<file path="src/core/cocc_pkg.sv">
// Shared constants for the clock output configuration control block.
// Assumes a 20 MHz system clock and an APB slave port with 32-bit data.
package cocc_pkg;

   ////////////////////////////////////////////////////////////////////////////
   // Clock and timing
   localparam int CLK_HZ       = 20_000_000;
   localparam int CLK_MHZ      = CLK_HZ / 1_000_000;
   localparam int LOCK_TIME_NS = 100_000;
   localparam int LOCK_CYCLES  = (LOCK_TIME_NS * CLK_MHZ + 999) / 1000;
   localparam int RATE_UNIT    = 16;

   ////////////////////////////////////////////////////////////////////////////
   // Register map
   localparam int             NUM_CFG      = 4;
   localparam int             APB_AW       = 8;
   localparam logic [7:0]     OFS_STATUS   = 8'h20;
   localparam int             CFG_REGION_H = 7;
   localparam int             CFG_REGION_L = 5;
   localparam int             CFG_IDX_H    = 4;
   localparam int             CFG_IDX_L    = 3;
   localparam int             CFG_WORD_BIT = 2;

   // Divider word: half periods of outputs a, b, c
   localparam int DIV_W       = 8;
   localparam int DIV_A_LSB   = 0;
   localparam int DIV_B_LSB   = 8;
   localparam int DIV_C_LSB   = 16;

   // Mode word
   localparam int MODE_EN_LSB   = 0;
   localparam int MODE_DIFF_BIT = 3;
   localparam int MODE_BYP_LSB  = 4;
   localparam int MODE_SST_LSB  = 7;
   localparam int MODE_DEV_LSB  = 9;
   localparam int MODE_RATE_LSB = 13;
   localparam int MODE_CAP_LSB  = 17;
   localparam int MODE_CAP_W    = 9;
   localparam int MODE_PLL_LSB  = 7;
   localparam int MODE_PLL_MSB  = 25;
   localparam int SS_DEV_W      = 4;
   localparam int SS_RATE_W     = 4;
   localparam int SS_OFS_W      = 6;

   localparam logic [31:0] DIV_RESET  = 32'h0004_0404;
   localparam logic [31:0] MODE_RESET = 32'h0000_0007;

   // Status word
   localparam int ST_IDX_LSB   = 0;
   localparam int ST_LOCK_BIT  = 2;
   localparam int ST_EN_LSB    = 3;
   localparam int ST_SLEEP_BIT = 6;
   localparam int ST_SEL_LSB   = 7;

   ////////////////////////////////////////////////////////////////////////////
   // Enumerations
   localparam logic [1:0] SS_OFF    = 2'h0;
   localparam logic [1:0] SS_DOWN   = 2'h1;
   localparam logic [1:0] SS_CENTER = 2'h2;

   typedef enum logic [2:0] {
      PLL_SLEEP  = 3'b001,
      PLL_ACQ    = 3'b010,
      PLL_LOCKED = 3'b100
   } cocc_pll_st_t;

endpackage : cocc_pkg

</file>
<file path="src/core/cocc_clock_output_config_control.sv">
// Configuration store, output enable and lock control of the clock generator.
// Assumes APB master on clk; select, enable, sleep and reference arrive as pins.
//
// Operation
// - four stored configurations, select pins pick one
// - configuration holds frequencies, spread, enables, type, cap
// - live select change applies, relocks if needed
// - low sleep input resets, forces outputs low
// - each enable pin gates its own output
// - outputs a/b low, or low/high pair, prelock
// - output c single-ended, low until locked
// - bypassed outputs carry copy of reference
// - outputs a/b single-ended pair or differential
// - undriven enable/select high, sleep low
// - spread settings modulate synthesized frequency
// - select code 00..11 picks first..fourth
// - differential pair follows enable line b only
//
// The address map and the APB slave port were left to the implementer.
`timescale 1ns/100ps
`default_nettype none
module cocc_clock_output_config_control #(
   parameter int LOCK_CNT = cocc_pkg::LOCK_CYCLES
) (
   input  wire logic                          clk,
   input  wire logic                          rst_n,
   input  wire logic [cocc_pkg::APB_AW-1:0]   paddr,
   input  wire logic                          psel,
   input  wire logic                          penable,
   input  wire logic                          pwrite,
   input  wire logic [31:0]                   pwdata,
   input  wire logic [3:0]                    pstrb,
   output logic [31:0]                        prdata,
   output logic                               pready,
   output logic                               pslverr,
   input  wire logic [1:0]                    sel_pin,
   input  wire logic [1:0]                    sel_pin_driven,
   input  wire logic                          enable_line_a,
   input  wire logic                          enable_line_b,
   input  wire logic                          enable_line_c,
   input  wire logic [2:0]                    enable_driven,
   input  wire logic                          sleep_n,
   input  wire logic                          sleep_n_driven,
   input  wire logic                          ref_input,
   output logic                               clock_out_a,
   output logic                               clock_out_b,
   output logic                               clock_out_c,
   output logic [cocc_pkg::MODE_CAP_W-1:0]    cap_code,
   output logic                               pll_locked
);
   import cocc_pkg::*;

   localparam int SYNC_W = 13;

   function automatic logic resolve(input logic val, input logic drv, input logic pull);
      resolve = drv ? val : pull;
   endfunction : resolve

   ////////////////////////////////////////////////////////////////////////////
   // Pin synchronisers
   logic [SYNC_W-1:0] sync1_r;
   logic [SYNC_W-1:0] sync2_r;
   logic [SYNC_W-1:0] pins_raw;

   assign pins_raw = {ref_input, sleep_n_driven, sleep_n, enable_driven,
                      enable_line_c, enable_line_b, enable_line_a, sel_pin_driven, sel_pin};

   always_ff @(posedge clk) begin
      sync1_r <= pins_raw;
      sync2_r <= sync1_r;
   end

   logic [1:0] sel_res;
   logic [2:0] en_res;
   logic       sleep_res_n;
   logic       ref_s;

   always_comb begin
      sel_res[0]  = resolve(sync2_r[0], sync2_r[2], 1'b1);
      sel_res[1]  = resolve(sync2_r[1], sync2_r[3], 1'b1);
      for (int i = 0; i < 3; i++) begin
         en_res[i] = resolve(sync2_r[4+i], sync2_r[7+i], 1'b1);
      end
      sleep_res_n = resolve(sync2_r[10], sync2_r[11], 1'b0);
      ref_s       = sync2_r[12];
   end

   // Asynchronous clear of the output stage, straight from the pins
   logic sleep_async_n;
   assign sleep_async_n = sleep_n_driven & sleep_n;

   ////////////////////////////////////////////////////////////////////////////
   // APB register file
   logic [31:0] div_r  [NUM_CFG];
   logic [31:0] div_nxt[NUM_CFG];
   logic [31:0] mode_r [NUM_CFG];
   logic [31:0] mode_nxt[NUM_CFG];
   logic [31:0] rdata_r;
   logic [31:0] rdata_nxt;
   logic        cfg_hit;
   logic        stat_hit;
   logic [1:0]  widx;
   logic [31:0] status_w;

   function automatic logic [31:0] strb_merge(input logic [31:0] old, input logic [31:0] wd,
                                              input logic [3:0] be);
      strb_merge = old;
      for (int b = 0; b < 4; b++) begin
         if (be[b]) begin
            strb_merge[b*8 +: 8] = wd[b*8 +: 8];
         end
      end
   endfunction : strb_merge

   assign cfg_hit  = (paddr[CFG_REGION_H:CFG_REGION_L] == '0) && (paddr[1:0] == 2'h0);
   assign stat_hit = (paddr == OFS_STATUS);
   assign widx     = paddr[CFG_IDX_H:CFG_IDX_L];
   assign pready   = psel & penable;
   assign pslverr  = psel & penable & !(cfg_hit || (stat_hit && !pwrite));
   assign prdata   = rdata_r;

   always_comb begin
      for (int n = 0; n < NUM_CFG; n++) begin
         div_nxt[n]  = div_r[n];
         mode_nxt[n] = mode_r[n];
      end
      rdata_nxt = rdata_r;
      if (psel && !penable && !pwrite) begin
         rdata_nxt = 32'h0000_0000;
         if (cfg_hit) begin
            rdata_nxt = paddr[CFG_WORD_BIT] ? mode_r[widx] : div_r[widx];
         end else if (stat_hit) begin
            rdata_nxt = status_w;
         end
      end
      if (psel && penable && pwrite && cfg_hit) begin
         if (paddr[CFG_WORD_BIT]) begin
            mode_nxt[widx] = strb_merge(mode_r[widx], pwdata, pstrb);
         end else begin
            div_nxt[widx] = strb_merge(div_r[widx], pwdata, pstrb);
         end
      end
      if (!rst_n) begin
         for (int n = 0; n < NUM_CFG; n++) begin
            div_nxt[n]  = DIV_RESET;
            mode_nxt[n] = MODE_RESET;
         end
         rdata_nxt = 32'h0000_0000;
      end
   end

   always_ff @(posedge clk) begin
      for (int n = 0; n < NUM_CFG; n++) begin
         div_r[n]  <= div_nxt[n];
         mode_r[n] <= mode_nxt[n];
      end
      rdata_r <= rdata_nxt;
   end

   ////////////////////////////////////////////////////////////////////////////
   // Active configuration and lock sequencing
   logic [1:0]    act_r;
   logic [1:0]    act_nxt;
   logic [31:0]   act_div;
   logic [31:0]   act_mode;
   logic [DIV_W*3+MODE_PLL_MSB-MODE_PLL_LSB:0] pll_sig;
   logic [DIV_W*3+MODE_PLL_MSB-MODE_PLL_LSB:0] sig_r;
   logic [DIV_W*3+MODE_PLL_MSB-MODE_PLL_LSB:0] sig_nxt;
   cocc_pll_st_t  st_r;
   cocc_pll_st_t  st_nxt;
   logic [31:0]   lcnt_r;
   logic [31:0]   lcnt_nxt;

   assign act_div  = div_r[act_r];
   assign act_mode = mode_r[act_r];
   assign pll_sig  = {act_div[DIV_W*3-1:0], act_mode[MODE_PLL_MSB:MODE_PLL_LSB]};

   always_comb begin
      act_nxt  = sel_res;
      sig_nxt  = pll_sig;
      st_nxt   = st_r;
      lcnt_nxt = lcnt_r;
      case (st_r)
         PLL_SLEEP: begin
            lcnt_nxt = 32'h0000_0000;
            if (sleep_res_n) begin
               st_nxt = PLL_ACQ;
            end
         end
         PLL_ACQ: begin
            lcnt_nxt = lcnt_r + 32'h0000_0001;
            if (lcnt_r >= 32'(LOCK_CNT - 1)) begin
               st_nxt = PLL_LOCKED;
            end
         end
         PLL_LOCKED: begin
            if (pll_sig != sig_r) begin
               st_nxt   = PLL_ACQ;
               lcnt_nxt = 32'h0000_0000;
            end
         end
         default: begin
            st_nxt = PLL_SLEEP;
         end
      endcase
      if (st_r == PLL_ACQ && pll_sig != sig_r) begin
         lcnt_nxt = 32'h0000_0000;
         st_nxt   = PLL_ACQ;
      end
      if (!rst_n || !sleep_res_n) begin
         st_nxt   = PLL_SLEEP;
         lcnt_nxt = 32'h0000_0000;
         act_nxt  = 2'h0;
      end
   end

   always_ff @(posedge clk) begin
      act_r  <= act_nxt;
      sig_r  <= sig_nxt;
      st_r   <= st_nxt;
      lcnt_r <= lcnt_nxt;
   end

   assign pll_locked = (st_r == PLL_LOCKED);
   assign cap_code   = act_mode[MODE_CAP_LSB +: MODE_CAP_W];

   assign status_w = {23'h000000, sel_res, sleep_res_n, en_res, pll_locked, act_r};

   ////////////////////////////////////////////////////////////////////////////
   // Synthesized clocks
   logic signed [SS_OFS_W-1:0] ss_ofs;
   logic [2:0]                 syn;

   cocc_spread u_spread (
      .clk       (clk),
      .rst_n     (rst_n),
      .run       (pll_locked),
      .ss_type   (act_mode[MODE_SST_LSB +: 2]),
      .deviation (act_mode[MODE_DEV_LSB +: SS_DEV_W]),
      .rate      (act_mode[MODE_RATE_LSB +: SS_RATE_W]),
      .offset    (ss_ofs)
   );

   for (genvar g = 0; g < 3; g++) begin : g_div
      cocc_divider #(.DW(DIV_W), .OW(SS_OFS_W)) u_div (
         .clk         (clk),
         .rst_n       (rst_n),
         .run         (pll_locked),
         .half_period (act_div[g*DIV_W +: DIV_W]),
         .offset      (ss_ofs),
         .clk_q       (syn[g])
      );
   end

   ////////////////////////////////////////////////////////////////////////////
   // Output selection, glitch-free gating and output stage
   logic       diff;
   logic [2:0] src;
   logic [2:0] want;
   logic [2:0] gate_r;
   logic [2:0] gate_nxt;
   logic [2:0] out_nxt;
   logic [2:0] out_r;

   assign diff = act_mode[MODE_DIFF_BIT];

   always_comb begin
      for (int i = 0; i < 3; i++) begin
         // Bypass copies the reference; otherwise the divider after lock
         src[i]  = act_mode[MODE_BYP_LSB+i] ? ref_s : (pll_locked & syn[i]);
         want[i] = en_res[i] & act_mode[MODE_EN_LSB+i];
      end
      if (diff) begin
         src[1]  = src[0];
         want[0] = en_res[1] & act_mode[MODE_EN_LSB+1];
         want[1] = want[0];
      end
      gate_nxt = gate_r;
      for (int i = 0; i < 3; i++) begin
         if (!src[i]) begin
            gate_nxt[i] = want[i];
         end
      end
      out_nxt[0] = gate_r[0] & src[0];
      out_nxt[2] = gate_r[2] & src[2];
      out_nxt[1] = diff ? !(gate_r[0] & src[0]) : (gate_r[1] & src[1]);
      if (!rst_n || !sleep_res_n) begin
         gate_nxt = 3'h0;
         out_nxt  = 3'h0;
      end
   end

   always_ff @(posedge clk) begin
      gate_r <= gate_nxt;
   end

   always_ff @(posedge clk or negedge sleep_async_n) begin
      if (!sleep_async_n) begin
         out_r <= 3'h0;
      end else begin
         out_r <= out_nxt;
      end
   end

   assign clock_out_a = out_r[0];
   assign clock_out_b = out_r[1];
   assign clock_out_c = out_r[2];

endmodule : cocc_clock_output_config_control
`default_nettype wire

</file>
<file path="src/core/cocc_divider.sv">
// Output divider: square wave with a programmable half period.
// Assumes the spread offset comes from the same clock domain.
`timescale 1ns/100ps
`default_nettype none
module cocc_divider #(
   parameter int DW = 8,
   parameter int OW = 6
) (
   input  wire logic                 clk,
   input  wire logic                 rst_n,
   input  wire logic                 run,
   input  wire logic [DW-1:0]        half_period,
   input  wire logic signed [OW-1:0] offset,
   output logic                      clk_q
);
   import cocc_pkg::*;

   logic [DW:0]          cnt_r;
   logic [DW:0]          cnt_nxt;
   logic                 q_r;
   logic                 q_nxt;
   logic signed [DW+1:0] span;

   always_comb begin
      span    = $signed({2'b00, half_period}) + (DW+2)'(offset);
      if (span < $signed((DW+2)'(1))) begin
         span = (DW+2)'(1);
      end
      cnt_nxt = cnt_r;
      q_nxt   = q_r;
      if (!rst_n || !run) begin
         cnt_nxt = '0;
         q_nxt   = 1'b0;
      end else if ({1'b0, cnt_r} >= (DW+2)'(span - (DW+2)'(1))) begin
         cnt_nxt = '0;
         q_nxt   = !q_r;
      end else begin
         cnt_nxt = cnt_r + (DW+1)'(1);
      end
   end

   always_ff @(posedge clk) begin
      cnt_r <= cnt_nxt;
      q_r   <= q_nxt;
   end

   assign clk_q = q_r;

endmodule : cocc_divider
`default_nettype wire

</file>
<file path="src/core/cocc_spread.sv">
// Triangle spread modulator giving a signed half-period offset.
// Assumes settings are stable while run is high, else restart.
`timescale 1ns/100ps
`default_nettype none
module cocc_spread #(
   parameter int RATE_STEP = cocc_pkg::RATE_UNIT
) (
   input  wire logic                                   clk,
   input  wire logic                                   rst_n,
   input  wire logic                                   run,
   input  wire logic [1:0]                             ss_type,
   input  wire logic [cocc_pkg::SS_DEV_W-1:0]          deviation,
   input  wire logic [cocc_pkg::SS_RATE_W-1:0]         rate,
   output logic signed [cocc_pkg::SS_OFS_W-1:0]        offset
);
   import cocc_pkg::*;

   logic [11:0]         pre_r;
   logic [11:0]         pre_nxt;
   logic [SS_DEV_W-1:0] ph_r;
   logic [SS_DEV_W-1:0] ph_nxt;
   logic                up_r;
   logic                up_nxt;
   logic signed [SS_OFS_W-1:0] ofs_r;
   logic signed [SS_OFS_W-1:0] ofs_nxt;
   logic [11:0]         pre_end;

   always_comb begin
      pre_end = 12'((32'(rate) + 1) * RATE_STEP - 1);
      pre_nxt = pre_r + 12'h001;
      ph_nxt  = ph_r;
      up_nxt  = up_r;
      if (pre_r >= pre_end) begin
         pre_nxt = 12'h000;
         if (up_r) begin
            if (ph_r >= deviation) begin
               up_nxt = 1'b0;
            end else begin
               ph_nxt = ph_r + SS_DEV_W'(1);
            end
         end else begin
            if (ph_r == '0) begin
               up_nxt = 1'b1;
            end else begin
               ph_nxt = ph_r - SS_DEV_W'(1);
            end
         end
      end
      // Down spread stretches periods only; center straddles nominal
      case (ss_type)
         SS_DOWN:   ofs_nxt = SS_OFS_W'(ph_r);
         SS_CENTER: ofs_nxt = SS_OFS_W'(ph_r) - SS_OFS_W'(deviation >> 1);
         default:   ofs_nxt = '0;
      endcase
      if (!rst_n || !run) begin
         pre_nxt = 12'h000;
         ph_nxt  = '0;
         up_nxt  = 1'b1;
         ofs_nxt = '0;
      end
   end

   always_ff @(posedge clk) begin
      pre_r <= pre_nxt;
      ph_r  <= ph_nxt;
      up_r  <= up_nxt;
      ofs_r <= ofs_nxt;
   end

   assign offset = ofs_r;

endmodule : cocc_spread
`default_nettype wire

</file>
<file path="config.mk">
export PLATFORM = sky130hd
export DESIGN_NAME = cocc_clock_output_config_control
export DESIGN_NICKNAME = d
export VERILOG_FILES = /design/src/core/cocc_pkg.sv /design/src/core/cocc_clock_output_config_control.sv /design/src/core/cocc_divider.sv /design/src/core/cocc_spread.sv
export SDC_FILE = /design/constraint.sdc
export NUM_CORES = 1
export LEC_CHECK = 0
export ABC_AREA = 1
export BUFFER_PORTS_ARGS = -buffer_cell sky130_fd_sc_hd__clkbuf_2
export CAP_MARGIN = 15
export CORE_MARGIN = 10
export CORE_UTILIZATION = 62
export DETAILED_ROUTE_END_ITERATION = 16
export GPL_TIMING_DRIVEN = 0
export PLACE_DENSITY = 0.79
export SLEW_MARGIN = 40
export SYNTH_ARGS = -nofsm -noshare
export SYNTH_HDL_FRONTEND = slang
export SYNTH_SLANG_ARGS = --single-unit
export TNS_END_PERCENT = 30
</file>
<file path="constraint.sdc">
create_clock -name clk -period 6.54 [get_ports clk]
set_clock_uncertainty 0.1 [all_clocks]
set_input_delay 0.654 -clock clk [delete_from_list [all_inputs] [get_ports clk]]
set_output_delay 0.654 -clock clk [all_outputs]
set_load 0.01 [all_outputs]
</file>
==> results.md, run 1 <==
- Status: finished clean
- PortBufs: between 100 and 150
- Worst-Margin Slew: between 1 and 1.5 ns
- Worst path slowest cell: clkbuf_1
- Cell mode on critical path: nand2_1
- Pre-antenna DRT Iters: 8
- Die Area: about 47000 um^2
- Stages on the worst setup path: 30
- # rows: 72
- Worst-Skew Late Latency: about 0.60 ns
- Post-synth top flop: dfxtp_1
- WP data arrival: around 6.4 ns
- Synthesis Warnings: 0
- Vias per inst: approximately 6.3
- DRC: 0
- Root Buffer Master: clkbuf_16
- CTS H-tree lvls: 2
- Static Leak: between 10 and 15 nW
- Worst EP required: approximately 7 ns
- Critical path class: flip-flop to flip-flop
- Global Route met3 Usage: 0.1232
- Clock buffer depth: 3
- Largest net degree at the start of global routing: 21
- Nets: 3826
- Tot GR Track Use: 0.3880
- FILL cells: between 3000 and 4000
- Syn Inst Count: between 3000 and 4000
- Die width: roughly 220 um
- Crit path capture type: flip-flop
- Max incr delay on CP: between 0.6 and 0.7 ns
- Yosys reg bits: 452
- Ranking of synthesized cells by area: dfxtp_1, nand2_1, a21oi_1
- Yosys top cell area share: 0.3735
- Sequential share of the synthesized area: 0.3767
- Number of enable flip-flop cells after synthesis: 0
- R2r worst-path depth: 30
- Grt met2 use: 0.5894
- Worst IR Drop VDD: 0.0002407 V
- Worst Path Buf+Inv: 4
- Net Count, Synth: ~3700
- GR peak layer: met2
- Post-cts resize count: 0
- ANT nets after route: 0
- I/O pin count: 109
- GRT met1 Usage: 0.4798
- Initial antenna violation count: 0
- Syn_area_per_cell: between 6 and 7 um^2
- Dominant delay contributor by cell family on the critical path: simple AND/OR/NAND/NOR gates
- Kind of start point of the critical path: flip-flop
- CTS sink cnt: roughly 450
- Drt wl/cell: about 23 um
- Final setup viols: 0
- TNS Setup: 0 ns
- MaxCap Viol Count: 0
- CTS tree: done
- Synth area leader: dfxtp_1
- Post-CTS setup buffers: 0
- Crit share post-route: 0.9159
- DIE HEIGHT: approximately 220 um
- CTS clk-pin slew, worst paths: approximately 0.06 ns
- Pwr dens: 234.4 nW/um^2
- HPWL Detailed: approximately 70000 um
- Synthesis-to-layout area growth: 12.21%
- DRT iter0 DRCs: about 3900
- F_max: 0.1669 GHz
- Type of the most critical hold path: input port to flip-flop
- Peak fanout along the critical path: 10
- N_diodes: 0
- Mapped Area: 24060 um^2
- Vias: between 20000 and 30000
- Hold_ws: ~0.05 ns
- Starting Density: 0.6241
- Unrepaired setup endpoints after global routing: false
- First-pass GRT wire length: about 140000 um
- Slew Viols, Final: 0
- Slew margin rel.: 0.3178
- Async S/R FF share, synth: 0.006637
- Vias in the first global route: around 25000
- Share of layout cells above drive strength 1: 0.07674
- Total grt overflow: 0
- Core region area: a little under 40000 um^2
- Yosys cell types: between 40 and 50
- Worst hold path cell count: 1
- CTS Buf Count: 49
- Total power: about 6.3 mW
- Tmin final: approximately 6 ns
- Total wire length: ~96000 um
- Number of hold violations in the final report: 0
- GPL Wtd Cong: 1.044
[sequential cells by signal (all words and copies together), names as in the netlist, 4 cells and up]
signal	cells
div_r	128
g_div.u_div.cnt_r	27
lcnt_r	32
mode_r	128
prdata	32
sig_r	43
sync1_r	13
sync2_r	13
u_spread.offset	5
u_spread.ph_r	4
u_spread.pre_r	12
[layout by cell type, fill, tap and decap left out, types with 27 or more instances in the layout]
cell	synthesis	layout
nand2_1	977	977
nor2_1	243	242
a21oi_1	393	393
clkbuf_2	0	115
nand4_1	35	35
xor2_1	46	46
a221oi_1	59	58
ha_1	85	85
inv_1	396	396
o21ai_0	54	52
dfxtp_1	449	449
clkbuf_16	0	49
o22ai_1	57	57
buf_2	24	27
nor3_1	40	39
clkbuf_1	119	121
nand3_1	238	238
o21a_1	120	120
[cell usage after synthesis (all sizes together), types with 2 or more instances]
cell	n
nand2	981
dfxtp	449
inv	402
a21oi	393
nor2	246
nand3	238
o21a	120
clkbuf	119
ha	85
a221oi	59
buf	59
o22ai	57
o21ai	54
xor2	46
nor3	41
nand4	35
or2	20
nand3b	17
xnor2	16
nor4	15
o211ai	15
a22oi	6
clkinv	5
fa	5
nor3b	5
o221ai	4
a211oi	3
a22o	3
dfrtp	3
a21o	2
o2111ai	2
o21bai	2
[where the power goes]
group	switching (mW)	internal, mW	total [mW]
Combinational	0.424	0.152	0.576
Sequential	0.0109	2.78	2.79
Clock	1.21	1.75	2.97
[final timing paths]
check / startpoint / slack, ns / to
setup / recovery: act_r[0]$_SDFF_PN0_ / 0.55 / g_div[0].u_div.cnt_r[2]$_SDFF_PP0_
hold / removal: enable_driven[0] / 0.05 / sync1_r[7]$_DFF_P_
setup reg to reg: act_r[0]$_SDFF_PN0_ / 0.55 / g_div[0].u_div.cnt_r[2]$_SDFF_PP0_
hold reg to reg: sync1_r[3]$_DFF_P_ / 0.23 / sync2_r[3]$_DFF_P_
max in group asynchronous: sleep_n_driven / 5.22 / out_r[1]$_DFF_PN0_
min in group asynchronous: sleep_n / 0.45 / out_r[0]$_DFF_PN0_
[logic make-up after synthesis]
logic type,count (synthesis),synth area share
buffers and inverters,585,0.09671
AND/OR/NAND/NOR,1599,0.2757
AO/OA/AOI/OAI,724,0.1800
flip-flops,452,0.3767
XOR/XNOR,62,0.02257
adder cells (fa/ha/maj),90,0.04836
[stage by stage]
stage,util,cell area [um^2],setup WS [ns],instances
final,0.7003,27000,0.5500,4232
after detailed placement,0.6552,25260,0.7612,4139
after CTS,0.6998,26980,0.7131,4232
after floorplan,-,24060,1.668,3512
after global routing,0.7003,27000,0.003706,4232
after global placement,0.6548,25250,0.7605,4137
[layout make-up]
cell class	instances	area (um^2)	share of cell area
clock inverters	22	279.0	0.01033
multi-input cells	2475	12690	0.4698
inverters	407	1528	0.05658
flip-flops and latches	452	9064	0.3357
well taps	518	648.1	0.02400
plain buffers	178	810.8	0.03003
clock buffers	69	1421	0.05264
repair buffers	111	565.5	0.02094
[timing repair]
action | in CTS | in global routing
hold endpoints to repair | 3 | 0
hold buffers | 2 | 0
endpoints found under the setup margin | 0 | 0
[layer usage]
metal	share of wire	vias to the layer above
met5	0	-
met4	0.069	0
met3	0.14	476
met2	0.42	2016
li1	-	11830
met1	0.37	12150
[worst reg2reg max path: cells and delay by family (launching register included)]
kind | cells | cell delay [ns]
AOI/OAI and AO/OA | 3 | 0.39
xor gates and xnor gates | 2 | 0.34
adders and majority gates | 4 | 1.40
buffers and inverters | 4 | 1.12
DFF | 1 | 0.34
and+or+nand+nor | 17 | 2.24
Note: power is estimated with default switching activity, not from simulation.
==> run 2, diff against run 1 <==
--- a/config.mk
+++ b/config.mk
@@ -13,5 +13,5 @@
 export DETAILED_ROUTE_END_ITERATION = 16
 export GPL_TIMING_DRIVEN = 0
-export PLACE_DENSITY = 0.79
+export PLACE_DENSITY = 0.8
 export SLEW_MARGIN = 40
 export SYNTH_ARGS = -nofsm -noshare
--- a/constraint.sdc
+++ b/constraint.sdc
@@ -3,3 +3,3 @@
 set_input_delay 0.654 -clock clk [delete_from_list [all_inputs] [get_ports clk]]
 set_output_delay 0.654 -clock clk [all_outputs]
-set_load 0.01 [all_outputs]
+set_load 0.05 [all_outputs]
==> results.md, run 2 (synthesis gave the netlist of run 1 again) <==
- Slack of the worst reg-to-reg path: 0.50 ns (was 0.55 ns)
- Biggest registers after layout: div_r x128, mode_r x128, sig_r x43 (unchanged)
- Peak fanout along the critical path: 10 (unchanged)
- Root Buffer Master: clkbuf_16 (unchanged)
- Core region area: 38560 um^2 (unchanged)
- Die Area: 47090 um^2 (unchanged)
- PortBufs: 107 (unchanged)
- Worst IR Drop VDD: 0.0002259 V (was 0.0002407 V)
- Worst EP required: 6.95 ns (was 6.96 ns)
- Synthesis-to-layout area growth: 11.91% (was 12.21%)
- Vias: 26610 (was 26470)
- Die width: 217.0 um (unchanged)
- GPL Wtd Cong: 1.061 (was 1.044)
- Pwr dens: 231.2 nW/um^2 (was 234.4 nW/um^2)
- # rows: 72 (unchanged)
- Worst-Skew Late Latency: 0.61 ns (was 0.60 ns)
- DRC: 0 (unchanged)
- CTS H-tree lvls: 2 (unchanged)
- CTS Buf Count: 47 (was 49)
- Final setup viols: 0 (unchanged)
- ANT nets after route: 0 (unchanged)
- Critical path class: flip-flop to flip-flop (unchanged)
- TNS Setup: 0 ns (unchanged)
- Sw power: 1.650 mW (was 1.647 mW)
- Int Pwr: 4.576 mW (was 4.683 mW)
- Number of hold violations in the final report: 0 (unchanged)
- WP data arrival: 6.45 ns (was 6.41 ns)
- Sequential power share: 0.448 (was 0.440)
- Worst-Margin Slew: 1.020 ns (was 1.023 ns)
- Comb pwr share: 0.096 (was 0.091)
- Non-Filler Instances: 4230 (was 4232)
- Unrepaired setup endpoints after global routing: false (unchanged)
- Vias per inst: 6.291 (was 6.255)
- Static Leak: 11.53 nW (was 11.57 nW)
- First-pass GRT wire length: 143000 um (was 141500 um)
- Nets: 3828 (was 3826)
- Initial antenna violation count: 2 (was 0)
- N_diodes: 0 (unchanged)
- Pre-antenna DRT Iters: 8 (unchanged)
- Most frequent cells in the layout: nand2_1, dfxtp_1, inv_1 (unchanged)
- DRT iter0 DRCs: 4110 (was 3880)
- DIE HEIGHT: 217.0 um (unchanged)
- Starting Density: 0.6241 (unchanged)
- Post-CTS setup buffers: 0 (unchanged)
- Worst path slowest cell: fa_1 (was clkbuf_1)
- MaxCap Viol Count: 0 (unchanged)
- F_max: 0.1656 GHz (was 0.1669 GHz)
- CTS clk-pin slew, worst paths: 0.07 ns (was 0.06 ns)
- Switching Share: 0.2651 (was 0.2602)
- Slew Viols, Final: 0 (unchanged)
- Drt wl/cell: 22.81 um (was 22.63 um)
- I/O pin count: 109 (unchanged)
- Slew margin rel.: 0.3201 (was 0.3178)
- Vias in the first global route: 25050 (was 24690)
- Tmin final: 6.038 ns (was 5.990 ns)
- CTS tree: done (unchanged)
- Max incr delay on CP: 0.48 ns (was 0.65 ns)
- Crit path capture type: flip-flop (unchanged)
- CTS sink cnt: 452 (unchanged)
- HPWL Detailed: 69940 um (was 70160 um)
- Clock buffer depth: 3 (unchanged)
- Most common cell after layout, fill and taps aside: nand2_1 (unchanged)
- Total grt overflow: 0 (unchanged)
- Crit share post-route: 0.9232 (was 0.9159)
- Dpl cells: 4139 (unchanged)
- Status: finished clean (unchanged)
- Total wire length: 96510 um (was 95750 um)
- Largest net degree at the start of global routing: 21 (unchanged)
- Type of the most critical hold path: input port to flip-flop (unchanged)
- Cell mode on critical path: nand2_1 (unchanged)
- Kind of start point of the critical path: flip-flop (unchanged)
- Tot GR Track Use: 0.3923 (was 0.3880)
- Share of layout cells above drive strength 1: 0.07651 (was 0.07674)
- Clk pwr share: 0.456 (was 0.469)
## run 2: cell type report
type	instances	area (um^2)
multi-input combinational	2475	12680
fill	3346	11630
sequential	452	9065
inverter	407	1528
clock buffer	68	1405
buffer	178	812.0
tap	518	648.1
timing repair buffer	115	594.3
clock inverter	17	196.4
## run 2: what timing repair did
action | in CTS | in global routing
hold endpoints to repair | 3 | 0
hold buffers | 2 | 0
resized for setup | 0 | 1
setup endpoints to repair | 0 | 1
## run 2: power by group through the flow
stage	sequential, mW	clock (mW)	combinational [mW]
2_1_floorplan	2.86	0	0.328
3_3_place_gp	2.85	0	0.539
3_5_place_dp	2.85	0	0.552
4_1_cts	2.79	2.80	0.557
5_1_grt	2.79	2.92	0.622
6_report	2.79	2.84	0.599
## run 2: final timing paths
check                                     from                                 end  cells past startpoint
min in group asynchronous       sleep_n_driven                  out_r[1]$_DFF_PN0_                      4
max in group asynchronous              sleep_n                  out_r[2]$_DFF_PN0_                      5
setup / recovery           act_r[0]$_SDFF_PN0_  g_div[0].u_div.cnt_r[3]$_SDFF_PP0_                     33
setup reg to reg           act_r[0]$_SDFF_PN0_  g_div[0].u_div.cnt_r[3]$_SDFF_PP0_                     33
hold / removal                   enable_line_b                  sync1_r[5]$_DFF_P_                      1
hold reg to reg             sync1_r[4]$_DFF_P_                  sync2_r[4]$_DFF_P_                      0
## run 2: metrics by stage
step	hold WS (ns)	power [mW]	cell area (um^2)	util	setup slack (ns)
final	0.04020	6.226	26930	0.6984	0.5023
after global placement	0.2103	3.386	25250	0.6548	0.7369
after detailed placement	0.2186	3.402	25270	0.6553	0.5999
after CTS	0.04950	6.148	26890	0.6974	0.5826
after global routing	0.05781	6.327	26930	0.6984	0.05784
after floorplan	0.2096	3.184	24060	-	1.668
## run 2: layer usage
metal / vias up / part of all wire / global-route usage
li1: 11830 / - / -
met1: 12290 / 0.37 / 0.4826
met2: 2017 / 0.42 / 0.5970
met3: 475 / 0.14 / 0.1282
met4: 2 / 0.063 / 0.2200
met5: - / 0.00011 / 0
## run 2: critical path, delay by kind of cell, from the launching register on
kind	cells	cell delay, ns
and+or+nand+nor	17	2.15
buffers and inverters	7	1.10
DFF	1	0.45
AOI/OAI and AO/OA	3	0.40
xor gates and xnor gates	1	0.16
adders and majority gates	5	1.57
